==> src/hdl/sbcc_pkg.sv <==
package sbcc_pkg;

  // ---------------------------------------------------------------
  // timebase
  // ---------------------------------------------------------------
  localparam int unsigned CLK_HZ         = 100_000_000;
  localparam int unsigned SAMPLE_MS      = 125;
  localparam int unsigned BCAST_S        = 10;
  localparam int unsigned SAMPLE_CYC     = CLK_HZ / 1000 * SAMPLE_MS;
  localparam int unsigned BCAST_SAMPLES  = BCAST_S * 1000 / SAMPLE_MS;

  // ---------------------------------------------------------------
  // field layout and constants
  // ---------------------------------------------------------------
  localparam int unsigned NCELL          = 4;
  localparam int unsigned HOST_LO_BIT    = 8;
  localparam int unsigned CHG_LO_BIT     = 12;
  localparam int unsigned BCAST_DIS_BIT  = 2;
  localparam logic [15:0] FAST_HYST_DK   = 16'h001e;  // 3 degC in 0.1 units
  localparam logic [15:0] PC_TEMP_MAX    = 16'h007f;  // 12.7 degC
  localparam logic [15:0] ZERO16         = 16'h0000;
  localparam logic [7:0]  ONE8           = 8'h01;

  typedef enum logic [1:0] {
    SBCC_CUR_ZERO, SBCC_CUR_PRE, SBCC_CUR_MAINT, SBCC_CUR_FAST
  } sbcc_rate_t;

  typedef enum logic [1:0] {
    SBCC_MSG_CHG_CUR, SBCC_MSG_CHG_VOLT, SBCC_MSG_ALARM
  } sbcc_msg_t;

  typedef enum logic {SBCC_ADDR_HOST, SBCC_ADDR_CHARGER} sbcc_dest_t;

  // configuration constants in mV, mA, 0.1 degC or 125 ms units, plus flags
  typedef struct packed {
    logic [15:0] chg_volt;
    logic [15:0] ov_margin;
    logic [15:0] cell_ov;
    logic [15:0] fast_cur;
    logic [15:0] maint_cur;
    logic [15:0] pre_cur;
    logic [15:0] pre_volt;
    logic [15:0] pre_temp;
    logic [15:0] inhibit_low;
    logic [15:0] susp_low;
    logic [15:0] susp_high;
    logic [15:0] susp_high_rst;
    logic [15:0] oc_thresh;
    logic [7:0]  oc_time;
    logic [15:0] clear_fail_cur;
    logic [7:0]  fault_rst_time;
    logic [15:0] max_chg_time;
    logic [15:0] v_on;
    logic [15:0] v_off;
    logic [15:0] v_max;
    logic [7:0]  min_off;
    logic [7:0]  max_on;
    logic [7:0]  pack_cfg;
    logic        nonremovable;
    logic        overtemp_fet_action_enable;
  } sbcc_cfg_t;

  // measurement front end
  typedef struct packed {
    logic [15:0] pack_volt;
    logic [15:0] cell_max;
    logic [15:0] temp;
    logic [15:0] chg_cur;
    logic [15:0] avg_cur;
    logic        discharging;
    logic        pack_removed;
    logic        end_of_discharge_level;
    logic        terminate;
    logic        cell_low;
  } sbcc_meas_t;

  typedef struct packed {
    sbcc_msg_t   kind;
    sbcc_dest_t  dest;
    logic [15:0] data;
  } sbcc_msg_word_t;

endpackage : sbcc_pkg

==> src/hdl/sbcc_timebase.sv <==
`timescale 1ns/1ps
`default_nettype none
module sbcc_timebase
  import sbcc_pkg::*;
#(
  parameter int unsigned SAMPLE_CYCLES = SAMPLE_CYC,
  parameter int unsigned BCAST_TICKS   = BCAST_SAMPLES
) (
  input  wire logic clk_sys,
  input  wire logic rst_n,
  output logic      tick_125,
  output logic      tick_10s
);
  logic [31:0] cyc_q;
  logic [7:0]  smp_q;
  wire         cyc_wrap = (cyc_q == 32'(SAMPLE_CYCLES - 1));
  wire         smp_wrap = (smp_q == 8'(BCAST_TICKS - 1));

  always_ff @(posedge clk_sys or negedge rst_n) begin
    if (!rst_n) begin
      cyc_q <= '0;
      smp_q <= '0;
    end else begin
      cyc_q <= cyc_wrap ? '0 : cyc_q + 32'h1;
      if (cyc_wrap) smp_q <= smp_wrap ? '0 : smp_q + 8'h01;
    end
  end

  assign tick_125 = cyc_wrap;
  assign tick_10s = cyc_wrap && smp_wrap;
endmodule : sbcc_timebase
`default_nettype wire

==> src/hdl/sbcc_pulse.sv <==
`timescale 1ns/1ps
`default_nettype none
module sbcc_pulse
  import sbcc_pkg::*;
(
  input  wire logic        clk_sys,
  input  wire logic        rst_n,
  input  wire logic        tick,
  input  wire logic        charging,
  input  wire logic        fault,
  input  wire logic [15:0] volt,
  input  wire logic [15:0] v_on,
  input  wire logic [15:0] v_off,
  input  wire logic [15:0] v_max,
  input  wire logic [7:0]  min_off,
  input  wire logic [7:0]  max_on,
  output logic             fet_on
);
  logic       on_q;
  logic [7:0] on_cnt_q;
  logic [7:0] off_cnt_q;

  wire over_max  = volt > v_max;
  wire over_off  = volt > v_off;
  wire below_on  = volt < v_on;
  wire on_expire = (on_cnt_q == 8'h00);
  wire off_met   = (off_cnt_q >= min_off) || (min_off <= ONE8);

  always_ff @(posedge clk_sys or negedge rst_n) begin
    if (!rst_n) begin
      on_q      <= 1'b0;
      on_cnt_q  <= 8'h00;
      off_cnt_q <= 8'h00;
    end else if (fault || !charging) begin
      on_q      <= 1'b0;
      off_cnt_q <= 8'h00;
    end else if (tick) begin
      if (on_q) begin
        if (over_max || (over_off && on_expire)) begin
          on_q      <= 1'b0;
          off_cnt_q <= 8'h01;
        end else if (over_off && !on_expire) begin
          on_cnt_q <= on_cnt_q - 8'h01;
        end
      end else if (below_on && off_met) begin
        on_q     <= 1'b1;
        on_cnt_q <= max_on;
      end else if (off_cnt_q != 8'hff) begin
        off_cnt_q <= off_cnt_q + 8'h01;
      end
    end
  end

  assign fet_on = on_q;
endmodule : sbcc_pulse
`default_nettype wire

==> src/hdl/sbcc_charge_ctrl.sv <==
// Notes on behaviour
// - charging current and voltage sent to charger every 10 s
// - charging voltage is a 16-bit mV constant, base of the pack OV check
// - current request is fast, maintenance, precharge or zero
// - termination gives zero; maintenance only after termination clears
// - precharge set on low cell or end of discharge, cleared at the first sample with both low
// - precharge in cold band; fast needs threshold plus 3 degC
// - precharge temperature threshold in 0.1 degC, at most 12.7
// - status bits 8-15 send alarm to host
// - status bits 12-15 also send alarm to charger
// - alarms repeat every 10 s while bits stay set
// - broadcast disable bit 2 suppresses all broadcasts
// - overcurrent beyond time drops charge FET, discharge FET if removable
// - OC/OV clear on removal, or discharge/low average if nonremovable
// - overtemperature with action enabled drops both FETs until at or below suspend-high reset, or removal
// - undertemperature drops charge FET until above suspend-low
// - max charge time drops charge FET until discharge or removal
// - cell or pack overvoltage flags fault and suspends charge
// - cell voltages sampled each 125 ms, highest cell used
// - FET on: off on max, or off-threshold with on time expired
// - FET off: on below on-threshold once min off met
// - times in 125 ms units; min off 0 or 1 disables limit
// - any fault overrides pulse control and stops charge
`timescale 1ns/1ps
`default_nettype none
module sbcc_charge_ctrl
  import sbcc_pkg::*;
#(
  parameter int unsigned SAMPLE_CYCLES = SAMPLE_CYC,
  parameter int unsigned BCAST_TICKS   = BCAST_SAMPLES
) (
  input  wire logic           clk_sys,
  input  wire logic           nrst,
  input  wire sbcc_cfg_t      cfg,
  input  wire sbcc_meas_t     meas,
  input  wire logic [15:0]    batt_status,
  input  wire logic           msg_ready,
  output logic                msg_valid,
  output sbcc_msg_word_t      msg,
  output logic [15:0]         chg_cur_req,
  output logic [15:0]         chg_volt_req,
  output sbcc_rate_t          rate,
  output logic                chg_fet_on,
  output logic                dsg_fet_on,
  output logic [4:0]          fault_flags
);

  // ---------------------------------------------------------------
  // reset release and timebase
  // ---------------------------------------------------------------
  logic rst_s1_q, rst_n;
  always_ff @(posedge clk_sys or negedge nrst) begin
    if (!nrst) begin
      rst_s1_q <= 1'b0;
      rst_n    <= 1'b0;
    end else begin
      rst_s1_q <= 1'b1;
      rst_n    <= rst_s1_q;
    end
  end

  logic tick_125, tick_10s;
  sbcc_timebase #(
    .SAMPLE_CYCLES (SAMPLE_CYCLES),
    .BCAST_TICKS   (BCAST_TICKS)
  ) u_tb (
    .clk_sys  (clk_sys),
    .rst_n    (rst_n),
    .tick_125 (tick_125),
    .tick_10s (tick_10s)
  );

  // ---------------------------------------------------------------
  // temperature and voltage decode
  // ---------------------------------------------------------------
  wire [15:0] pc_temp  = (cfg.pre_temp > PC_TEMP_MAX) ? PC_TEMP_MAX
                                                      : cfg.pre_temp;
  wire [16:0] fast_t   = {1'b0, pc_temp} + {1'b0, FAST_HYST_DK};
  wire        cold_pre = (meas.temp >= cfg.inhibit_low) &&
                         (meas.temp < pc_temp);
  wire        fast_ok_t = {1'b0, meas.temp} >= fast_t;
  wire        charging  = chg_fet_on && !meas.discharging;
  wire [16:0] ov_lim   = {1'b0, cfg.chg_volt} + {1'b0, cfg.ov_margin};
  wire        ov_now   = (meas.cell_max > cfg.cell_ov) ||
                         ({1'b0, meas.pack_volt} > ov_lim);
  wire        oc_now   = meas.chg_cur > cfg.oc_thresh;
  wire        hot_now  = charging && (meas.temp > cfg.susp_high);
  wire        cold_now = charging && ((meas.temp < cfg.susp_low) ||
                         (meas.temp < cfg.inhibit_low));
  wire        low_avg  = meas.avg_cur < cfg.clear_fail_cur;
  wire        nr_clr   = cfg.nonremovable && meas.discharging;

  // ---------------------------------------------------------------
  // fault latches, evaluated per sample
  // ---------------------------------------------------------------
  logic        oc_q, ov_q, ot_q, ut_q, tm_q, pre_q;
  logic [7:0]  oc_cnt_q, frt_cnt_q;
  logic [15:0] chg_time_q;

  wire oc_clr  = meas.pack_removed || nr_clr ||
                 (cfg.nonremovable && low_avg &&
                  frt_cnt_q >= cfg.fault_rst_time);
  wire tm_hit  = chg_time_q >= cfg.max_chg_time;
  wire pre_set = meas.cell_low || meas.end_of_discharge_level;

  always_ff @(posedge clk_sys or negedge rst_n) begin
    if (!rst_n) begin
      oc_q       <= 1'b0;
      ov_q       <= 1'b0;
      ot_q       <= 1'b0;
      ut_q       <= 1'b0;
      tm_q       <= 1'b0;
      pre_q      <= 1'b0;
      oc_cnt_q   <= 8'h00;
      frt_cnt_q  <= 8'h00;
      chg_time_q <= ZERO16;
    end else if (tick_125) begin
      oc_cnt_q <= oc_now ? ((oc_cnt_q == 8'hff) ? oc_cnt_q
                            : oc_cnt_q + 8'h01) : 8'h00;
      frt_cnt_q <= (low_avg && (oc_q || ov_q)) ?
                   ((frt_cnt_q == 8'hff) ? frt_cnt_q : frt_cnt_q + 8'h01)
                   : 8'h00;
      // sets win over clears, except the charge-time fault
      if (oc_now && oc_cnt_q >= cfg.oc_time) oc_q <= 1'b1;
      else if (oc_clr) oc_q <= 1'b0;
      if (ov_now) ov_q <= 1'b1;
      else if (oc_clr) ov_q <= 1'b0;
      if (hot_now && cfg.overtemp_fet_action_enable) ot_q <= 1'b1;
      else if (meas.temp <= cfg.susp_high_rst || meas.pack_removed)
        ot_q <= 1'b0;
      if (cold_now) ut_q <= 1'b1;
      else if (meas.temp > cfg.susp_low || meas.pack_removed)
        ut_q <= 1'b0;
      if (meas.discharging || meas.pack_removed) begin
        chg_time_q <= ZERO16;
        tm_q       <= 1'b0;
      end else begin
        if (charging && !tm_hit) chg_time_q <= chg_time_q + 16'h0001;
        if (tm_hit) tm_q <= 1'b1;
      end
      if (pre_set) pre_q <= 1'b1;
      else if (!meas.cell_low && !meas.end_of_discharge_level)
        pre_q <= 1'b0;
    end
  end

  wire any_fault = oc_q || ov_q || ot_q || ut_q || tm_q;

  // ---------------------------------------------------------------
  // pulse charge and FETs
  // ---------------------------------------------------------------
  logic pulse_on;
  sbcc_pulse u_pulse (
    .clk_sys  (clk_sys),
    .rst_n    (rst_n),
    .tick     (tick_125),
    .charging (!meas.discharging),
    .fault    (any_fault),
    .volt     (meas.cell_max),
    .v_on     (cfg.v_on),
    .v_off    (cfg.v_off),
    .v_max    (cfg.v_max),
    .min_off  (cfg.min_off),
    .max_on   (cfg.max_on),
    .fet_on   (pulse_on)
  );

  // charge FET on while discharging keeps IR loss low; faults win
  wire chg_fet_d = !any_fault && (pulse_on || meas.discharging);
  wire dsg_fet_d = !ot_q && !(oc_q && !cfg.nonremovable);

  logic chg_fet_q, dsg_fet_q;
  always_ff @(posedge clk_sys or negedge rst_n) begin
    if (!rst_n) begin
      chg_fet_q <= 1'b0;
      dsg_fet_q <= 1'b0;
    end else begin
      chg_fet_q <= chg_fet_d;
      dsg_fet_q <= dsg_fet_d;
    end
  end
  assign chg_fet_on  = chg_fet_q;
  assign dsg_fet_on  = dsg_fet_q;
  assign fault_flags = {tm_q, ut_q, ot_q, ov_q, oc_q};

  // ---------------------------------------------------------------
  // current request selection
  // ---------------------------------------------------------------
  logic       term_seen_q;
  sbcc_rate_t rate_d, rate_q;

  always_ff @(posedge clk_sys or negedge rst_n) begin
    if (!rst_n) term_seen_q <= 1'b0;
    else if (meas.terminate) term_seen_q <= 1'b1;
    else if (meas.discharging || meas.pack_removed) term_seen_q <= 1'b0;
  end

  always_comb begin
    if (any_fault || meas.terminate)      rate_d = SBCC_CUR_ZERO;
    else if (pre_q || cold_pre || !fast_ok_t)
                                          rate_d = SBCC_CUR_PRE;
    else if (term_seen_q)                 rate_d = SBCC_CUR_MAINT;
    else                                  rate_d = SBCC_CUR_FAST;
  end

  logic [15:0] cur_d;
  always_comb begin
    unique case (rate_q)
      SBCC_CUR_ZERO:  cur_d = ZERO16;
      SBCC_CUR_PRE:   cur_d = cfg.pre_cur;
      SBCC_CUR_MAINT: cur_d = cfg.maint_cur;
      SBCC_CUR_FAST:  cur_d = cfg.fast_cur;
    endcase
  end

  logic [15:0] cur_q, volt_q;
  always_ff @(posedge clk_sys or negedge rst_n) begin
    if (!rst_n) begin
      rate_q <= SBCC_CUR_ZERO;
      cur_q  <= ZERO16;
      volt_q <= ZERO16;
    end else begin
      rate_q <= rate_d;
      cur_q  <= cur_d;
      // voltage request reads zero while charging is barred
      volt_q <= any_fault ? ZERO16 : cfg.chg_volt;
    end
  end
  assign chg_cur_req  = cur_q;
  assign chg_volt_req = volt_q;
  assign rate         = rate_q;

  // ---------------------------------------------------------------
  // broadcast sequencer
  // ---------------------------------------------------------------
  wire bc_dis     = cfg.pack_cfg[BCAST_DIS_BIT];
  wire alarm_host = |batt_status[15:HOST_LO_BIT];
  wire alarm_chg  = |batt_status[15:CHG_LO_BIT];

  typedef enum logic [2:0] {
    SBCC_BC_IDLE, SBCC_BC_CUR, SBCC_BC_VOLT, SBCC_BC_AL_HOST,
    SBCC_BC_AL_CHG
  } sbcc_bc_state_t;

  sbcc_bc_state_t bc_q;
  logic           al_chg_q;
  wire            step = msg_ready;

  always_ff @(posedge clk_sys or negedge rst_n) begin
    if (!rst_n) begin
      bc_q     <= SBCC_BC_IDLE;
      al_chg_q <= 1'b0;
    end else begin
      unique case (bc_q)
        SBCC_BC_IDLE: if (tick_10s && !bc_dis) begin
          bc_q     <= SBCC_BC_CUR;
          al_chg_q <= alarm_chg;
        end
        SBCC_BC_CUR:  if (step) bc_q <= SBCC_BC_VOLT;
        SBCC_BC_VOLT: if (step) begin
          bc_q <= alarm_host ? SBCC_BC_AL_HOST : SBCC_BC_IDLE;
        end
        SBCC_BC_AL_HOST: if (step) begin
          bc_q <= al_chg_q ? SBCC_BC_AL_CHG : SBCC_BC_IDLE;
        end
        SBCC_BC_AL_CHG: if (step) bc_q <= SBCC_BC_IDLE;
        default: bc_q <= SBCC_BC_IDLE;
      endcase
    end
  end

  assign msg_valid = (bc_q != SBCC_BC_IDLE);
  always_comb begin
    msg = '{kind: SBCC_MSG_ALARM, dest: SBCC_ADDR_HOST, data: batt_status};
    unique case (bc_q)
      SBCC_BC_CUR:
        msg = '{kind: SBCC_MSG_CHG_CUR, dest: SBCC_ADDR_CHARGER, data: cur_q};
      SBCC_BC_VOLT:
        msg = '{kind: SBCC_MSG_CHG_VOLT, dest: SBCC_ADDR_CHARGER,
                data: volt_q};
      SBCC_BC_AL_CHG:
        msg = '{kind: SBCC_MSG_ALARM, dest: SBCC_ADDR_CHARGER,
                data: batt_status};
      default: ;
    endcase
  end

  // ---------------------------------------------------------------
  // checks
  // ---------------------------------------------------------------
  property p_no_bcast_when_disabled;
    @(posedge clk_sys) disable iff (!rst_n)
    (bc_q == SBCC_BC_IDLE && bc_dis) |=> (bc_q == SBCC_BC_IDLE);
  endproperty
  a_no_bcast_when_disabled: assert property (p_no_bcast_when_disabled)
    else $error("broadcast started while disabled");

  property p_fault_kills_charge;
    @(posedge clk_sys) disable iff (!rst_n)
    any_fault |=> !chg_fet_on;
  endproperty
  a_fault_kills_charge: assert property (p_fault_kills_charge)
    else $error("charge FET on during fault");

  property p_oc_dsg;
    @(posedge clk_sys) disable iff (!rst_n)
    (oc_q && !cfg.nonremovable) |=> !dsg_fet_on;
  endproperty
  a_oc_dsg: assert property (p_oc_dsg)
    else $error("discharge FET on during overcurrent");

  property p_term_zero;
    @(posedge clk_sys) disable iff (!rst_n)
    meas.terminate |=> (rate_q == SBCC_CUR_ZERO);
  endproperty
  a_term_zero: assert property (p_term_zero)
    else $error("rate not zero at termination");

  property p_cur_match;
    @(posedge clk_sys) disable iff (!rst_n)
    (rate_q == SBCC_CUR_FAST) |=> (chg_cur_req == $past(cfg.fast_cur));
  endproperty
  a_cur_match: assert property (p_cur_match)
    else $error("current request not fast rate");

  property p_pre_latch;
    @(posedge clk_sys) disable iff (!rst_n)
    (pre_q && !any_fault && !meas.terminate) |-> (rate_d == SBCC_CUR_PRE);
  endproperty
  a_pre_latch: assert property (p_pre_latch)
    else $error("precharge latch ignored");

  property p_cold_pre;
    @(posedge clk_sys) disable iff (!rst_n)
    (!fast_ok_t && !any_fault && !meas.terminate) |->
      (rate_d == SBCC_CUR_PRE);
  endproperty
  a_cold_pre: assert property (p_cold_pre)
    else $error("fast rate below temperature hysteresis");

  property p_alarm_chg;
    @(posedge clk_sys) disable iff (!rst_n)
    (bc_q == SBCC_BC_AL_HOST && al_chg_q && step) |=>
      (bc_q == SBCC_BC_AL_CHG);
  endproperty
  a_alarm_chg: assert property (p_alarm_chg)
    else $error("charger alarm skipped");

endmodule : sbcc_charge_ctrl
`default_nettype wire

==> config.mk <==
export PLATFORM = sky130hd
export DESIGN_NAME = sbcc_charge_ctrl
export DESIGN_NICKNAME = d
export VERILOG_FILES = /design/src/hdl/sbcc_pkg.sv /design/src/hdl/sbcc_timebase.sv /design/src/hdl/sbcc_pulse.sv /design/src/hdl/sbcc_charge_ctrl.sv
export SDC_FILE = /design/constraint.sdc
export NUM_CORES = 1
export LEC_CHECK = 0
export ABC_AREA = 1
export BUFFER_PORTS_ARGS = -buffer_cell sky130_fd_sc_hd__buf_2
export CORE_AREA = 2 2 190 192
export CTS_BUF_LIST = sky130_fd_sc_hd__clkbuf_4 sky130_fd_sc_hd__clkbuf_8
export DETAILED_ROUTE_END_ITERATION = 10
export DIE_AREA = 0 0 192 194
export PLACE_DENSITY = 0.78
export SYNTH_ARGS = -nofsm -noshare
export SYNTH_HDL_FRONTEND = slang
export SYNTH_HIERARCHICAL = 1
export SYNTH_SLANG_ARGS = --single-unit
==> constraint.sdc <==
create_clock -name clk_sys -period 8.1 [get_ports clk_sys]
set_clock_uncertainty 0.2 [all_clocks]
set_input_delay 0.81 -clock clk_sys [delete_from_list [all_inputs] [get_ports clk_sys]]
set_output_delay 0.81 -clock clk_sys [all_outputs]
set_load 0.02 [all_outputs]
==> summary.md <==
| Metric | Value |
|---|---|
| Height of the die | `194 µm` |
| Final TNS setup | `0 ns` |
| Fin cells | `3,131` |
| CP max stage cell | `ha_1` |
| Setup slack after layout | `between 4 and 5 ns` |
| Most area-consuming cells after synthesis | `dfrtp_1, ha_1, nand2_1` |
| Longest Clk Path Bufs | `2` |
| Post-synth EDFFs | `0` |
| DR pass1 iterations | `6` |
| Max Cap Violations | `0` |
| Crit. End Element | `register` |
| Rel. slew slack | `31.4%` |
| # clock sinks | `~140` |
| Worst EP arrival | `between 3 and 4 ns` |
| Row count | `a little under 70` |
| Initial core utilization | `42.5%` |
| F_max | `roughly 280 MHz` |
| CTS buffer count | `17` |
| Vias in the first global route | `15,700` |
| Crit path buf inv count | `1` |
| Synth area leader | `dfrtp_1` |
| Period utilisation layout | `between 40% and 50%` |
| Cells after synthesis | `between 2,000 and 2,500` |
| Placed Cells | `3,092` |
| Outcome | `complete, no violations` |
| Share of layout cells above drive strength 1 | `between 20% and 30%` |
| Post-layout util | `around 52%` |
| Delay-heaviest family, CP | `compound AO/OA/AOI/OAI gates` |
| Initial antenna violation count | `6` |
| Mapped Avg Cell Area | `6.92 µm²` |
| I/O Buffers | `roughly 470` |
| H-tree levels | `4` |
| Worst slew pin tran | `about 1.0 ns` |
| First-pass GRT wire length | `~76,000 µm` |
| Post-Place Setup Slack | `4.04 ns` |
| Yosys reg bits | `between 100 and 150` |
| Fill cells | `around 3,500` |
| Worst skew pair latency | `roughly 0.45 ns` |
| Kind of critical path | `input port to register` |
| Delay of the slowest critical-path stage | `0.34 ns` |
| Routability cong. | `between 0.9 and 1` |
| Netlist cell types | `slightly above 60` |
| Root buffer cell | `clkbuf_8` |
| Commonest cells in the netlist | `nand2_1, inv_1, ha_1, nor2_1` |
| Worst-path clk slew | `~0.090 ns` |
| Post-synthesis sequential area ratio | `23.1%` |
| Post-Syn Area | `approximately 15,000 µm²` |
| Routed WL | `between 40,000 and 50,000 µm` |
| Via count | `15,900` |
| Final Max Tran Viols | `0` |
| Die span in x | `about 190 µm` |
| Top-count cell post-synth | `nand2_1` |
| Ys flop type | `dfrtp_1` |
| Die area | `between 30,000 and 40,000 µm²` |
| CP Max Fanout | `4` |
| YS warnings | `6` |
| Final setup violating endpoints | `0` |
| Critical path startpoint category | `input port` |
| FFs w/ async S/R, synth | `100%` |
| Drt drc | `0` |
| IO Pins | `a little under 500` |
| Total congestion overflow | `0` |
| DP HPWL | `between 40,000 and 50,000 µm` |
| Crit path cell chain | `buf_2, ha_1, a21oi_1, nand2_1, a21boi_2, o21ai_1, a31oi_1, o21ai_1, xnor2_1, ha_1, nand2_1, nor2_1, a211oi_1, nand2_1, nand2_1, nand2_1, nand2_1, nand2_1, nand3_1, nand2_1, nand2_1, nand2_1` |
| Total track usage | `25.5%` |
| Max rail drop VDD | `around 0.00014 V` |
| Core Footprint | `around 35,000 µm²` |
| DRT iter0 DRCs | `842` |
| Cell Pwr Density | `~120 nW/µm²` |
| Top cell type's share of synthesized area | `a little under a quarter` |
| Routed WL per cell | `around 15 µm` |
| Leakage power total | `approximately 11 nW` |
| Via density | `about 5.1` |
| Most Frequent Cell on Critical Path | `nand2_1` |
| Resize count post-CTS | `0` |
| CTS tree | `yes` |
| Area growth, synth to finish | `22.1%` |
| Final hold vios | `0` |
| Largest net degree at the start of global routing | `75` |
| Hold Path Class | `register to register` |
| Nets | `3,354` |
| Worst EP required | `between 8 and 9 ns` |
| ANT nets after route | `0` |
| RSZ-0062 raised after global routing | `no` |
| Min cycle time layout | `between 3 and 4 ns` |
## power by group
group | internal, mW | leakage [nW] | switching (mW)
clock | 0.294 | 0.209 | 0.304
sequential | 0.713 | 1.86 | 0.0376
combinational | 0.318 | 8.70 | 0.533
## placed cells by master, fill, tap and decap left out, types with 4 or more instances in the layout
master / n
dfrtp_1: 137
o21ai_0: 43
a31oi_1: 4
xnor2_1: 24
nand3b_1: 4
nor3b_1: 4
nor2_4: 4
a211oi_1: 6
inv_2: 8
a21o_1: 6
diode_2: 6
o21a_1: 5
nand3_1: 120
a21oi_1: 138
nand2_2: 12
nand2_4: 5
nand4_1: 58
o21ai_2: 5
clkbuf_8: 18
inv_1: 380
or2_2: 6
nand3_2: 4
o211ai_1: 10
buf_2: 471
clkinv_4: 5
nand2_1: 547
o21ai_1: 14
o21bai_1: 5
conb_1: 18
ha_1: 268
nor2_2: 10
nor3_1: 22
o2111ai_1: 6
nor2_1: 210
xor2_1: 39
nor3_2: 5
## flip-flops by register name, summed over array words and instances (netlist names), 2 cells and up
register and count:
oc_cnt_q 8, chg_time_q 16, chg_volt_req 16, chg_cur_req 16, rate 2, frt_cnt_q 8
u_tb/cyc_q 32, u_tb/smp_q 8, bc_q 3, u_pulse/on_cnt_q 8, u_pulse/off_cnt_q 8
## area by class of cell
type	count	area, µm²	share of cell area [%]
flip-flops and latches	138	3460	18.9
diodes	6	15.0	0.0821
clock buffers	19	255	1.40
inverters	392	1480	8.10
clock inverters	13	156	0.856
multi-input cells	1628	9950	54.5
repair buffers	474	2380	13.0
well taps	461	577	3.16
## metal layers
metal / track usage (%) / share of wire (%)
met3: 5.25 / 7.5
met4: 14.2 / 5.4
met2: 44.1 / 47
met1: 29.0 / 40
met5: 0 / 0
## per-stage QoR
step | hold WS [ns] | power, mW | cell area (µm²)
after floorplan | 0.131 | 1.27 | 15000
after global placement | 0.138 | 1.58 | 17800
after detailed placement | 0.136 | 1.60 | 17800
after CTS | 0.155 | 2.21 | 18300
after global routing | 0.169 | 2.35 | 18300
final | 0.152 | 2.20 | 18300
## worst register-to-register path: cells and delay by family (launching register included)
family | cells | cell delay [ns]
buf+inv | 3 | 0.87
flops | 1 | 0.41
compound gates | 1 | 0.25
simple gates | 10 | 1.58
## worst paths after layout
check	startpoint	to	slack, ns	cells after the start
worst min register to register	rst_s1_q	rst_n	0.15	0
max in group asynchronous	rst_n	u_tb/cyc_q[15]	5.98	1
worst max register to register	ov_q	u_pulse/on_cnt_q[6]	4.70	14
min in group asynchronous	rst_n	chg_volt_req[9]	0.30	0
worst max-delay path	cfg[300]	ov_q	4.53	22
worst min-delay path	rst_s1_q	rst_n	0.15	0
## timing repair
item | 4_1_cts | 5_1_grt
hold endpoints to repair | 2 | 0
setup buffers | 0 | 0
hold buffers | 1 | 0
## cell families (layout without fill, tap and decap cells)
kind of cell	after synthesis	count (layout)	share of synthesized area (%)
flops	138	138	23.1
fa+ha+maj	269	269	22.5
buf+inv	415	898	10.8
other cells	1	24	0.0251
xor+xnor	63	63	3.69
compound gates	252	252	9.78
simple gates	1026	1026	30.1
(Power assumes the default switching activity.)
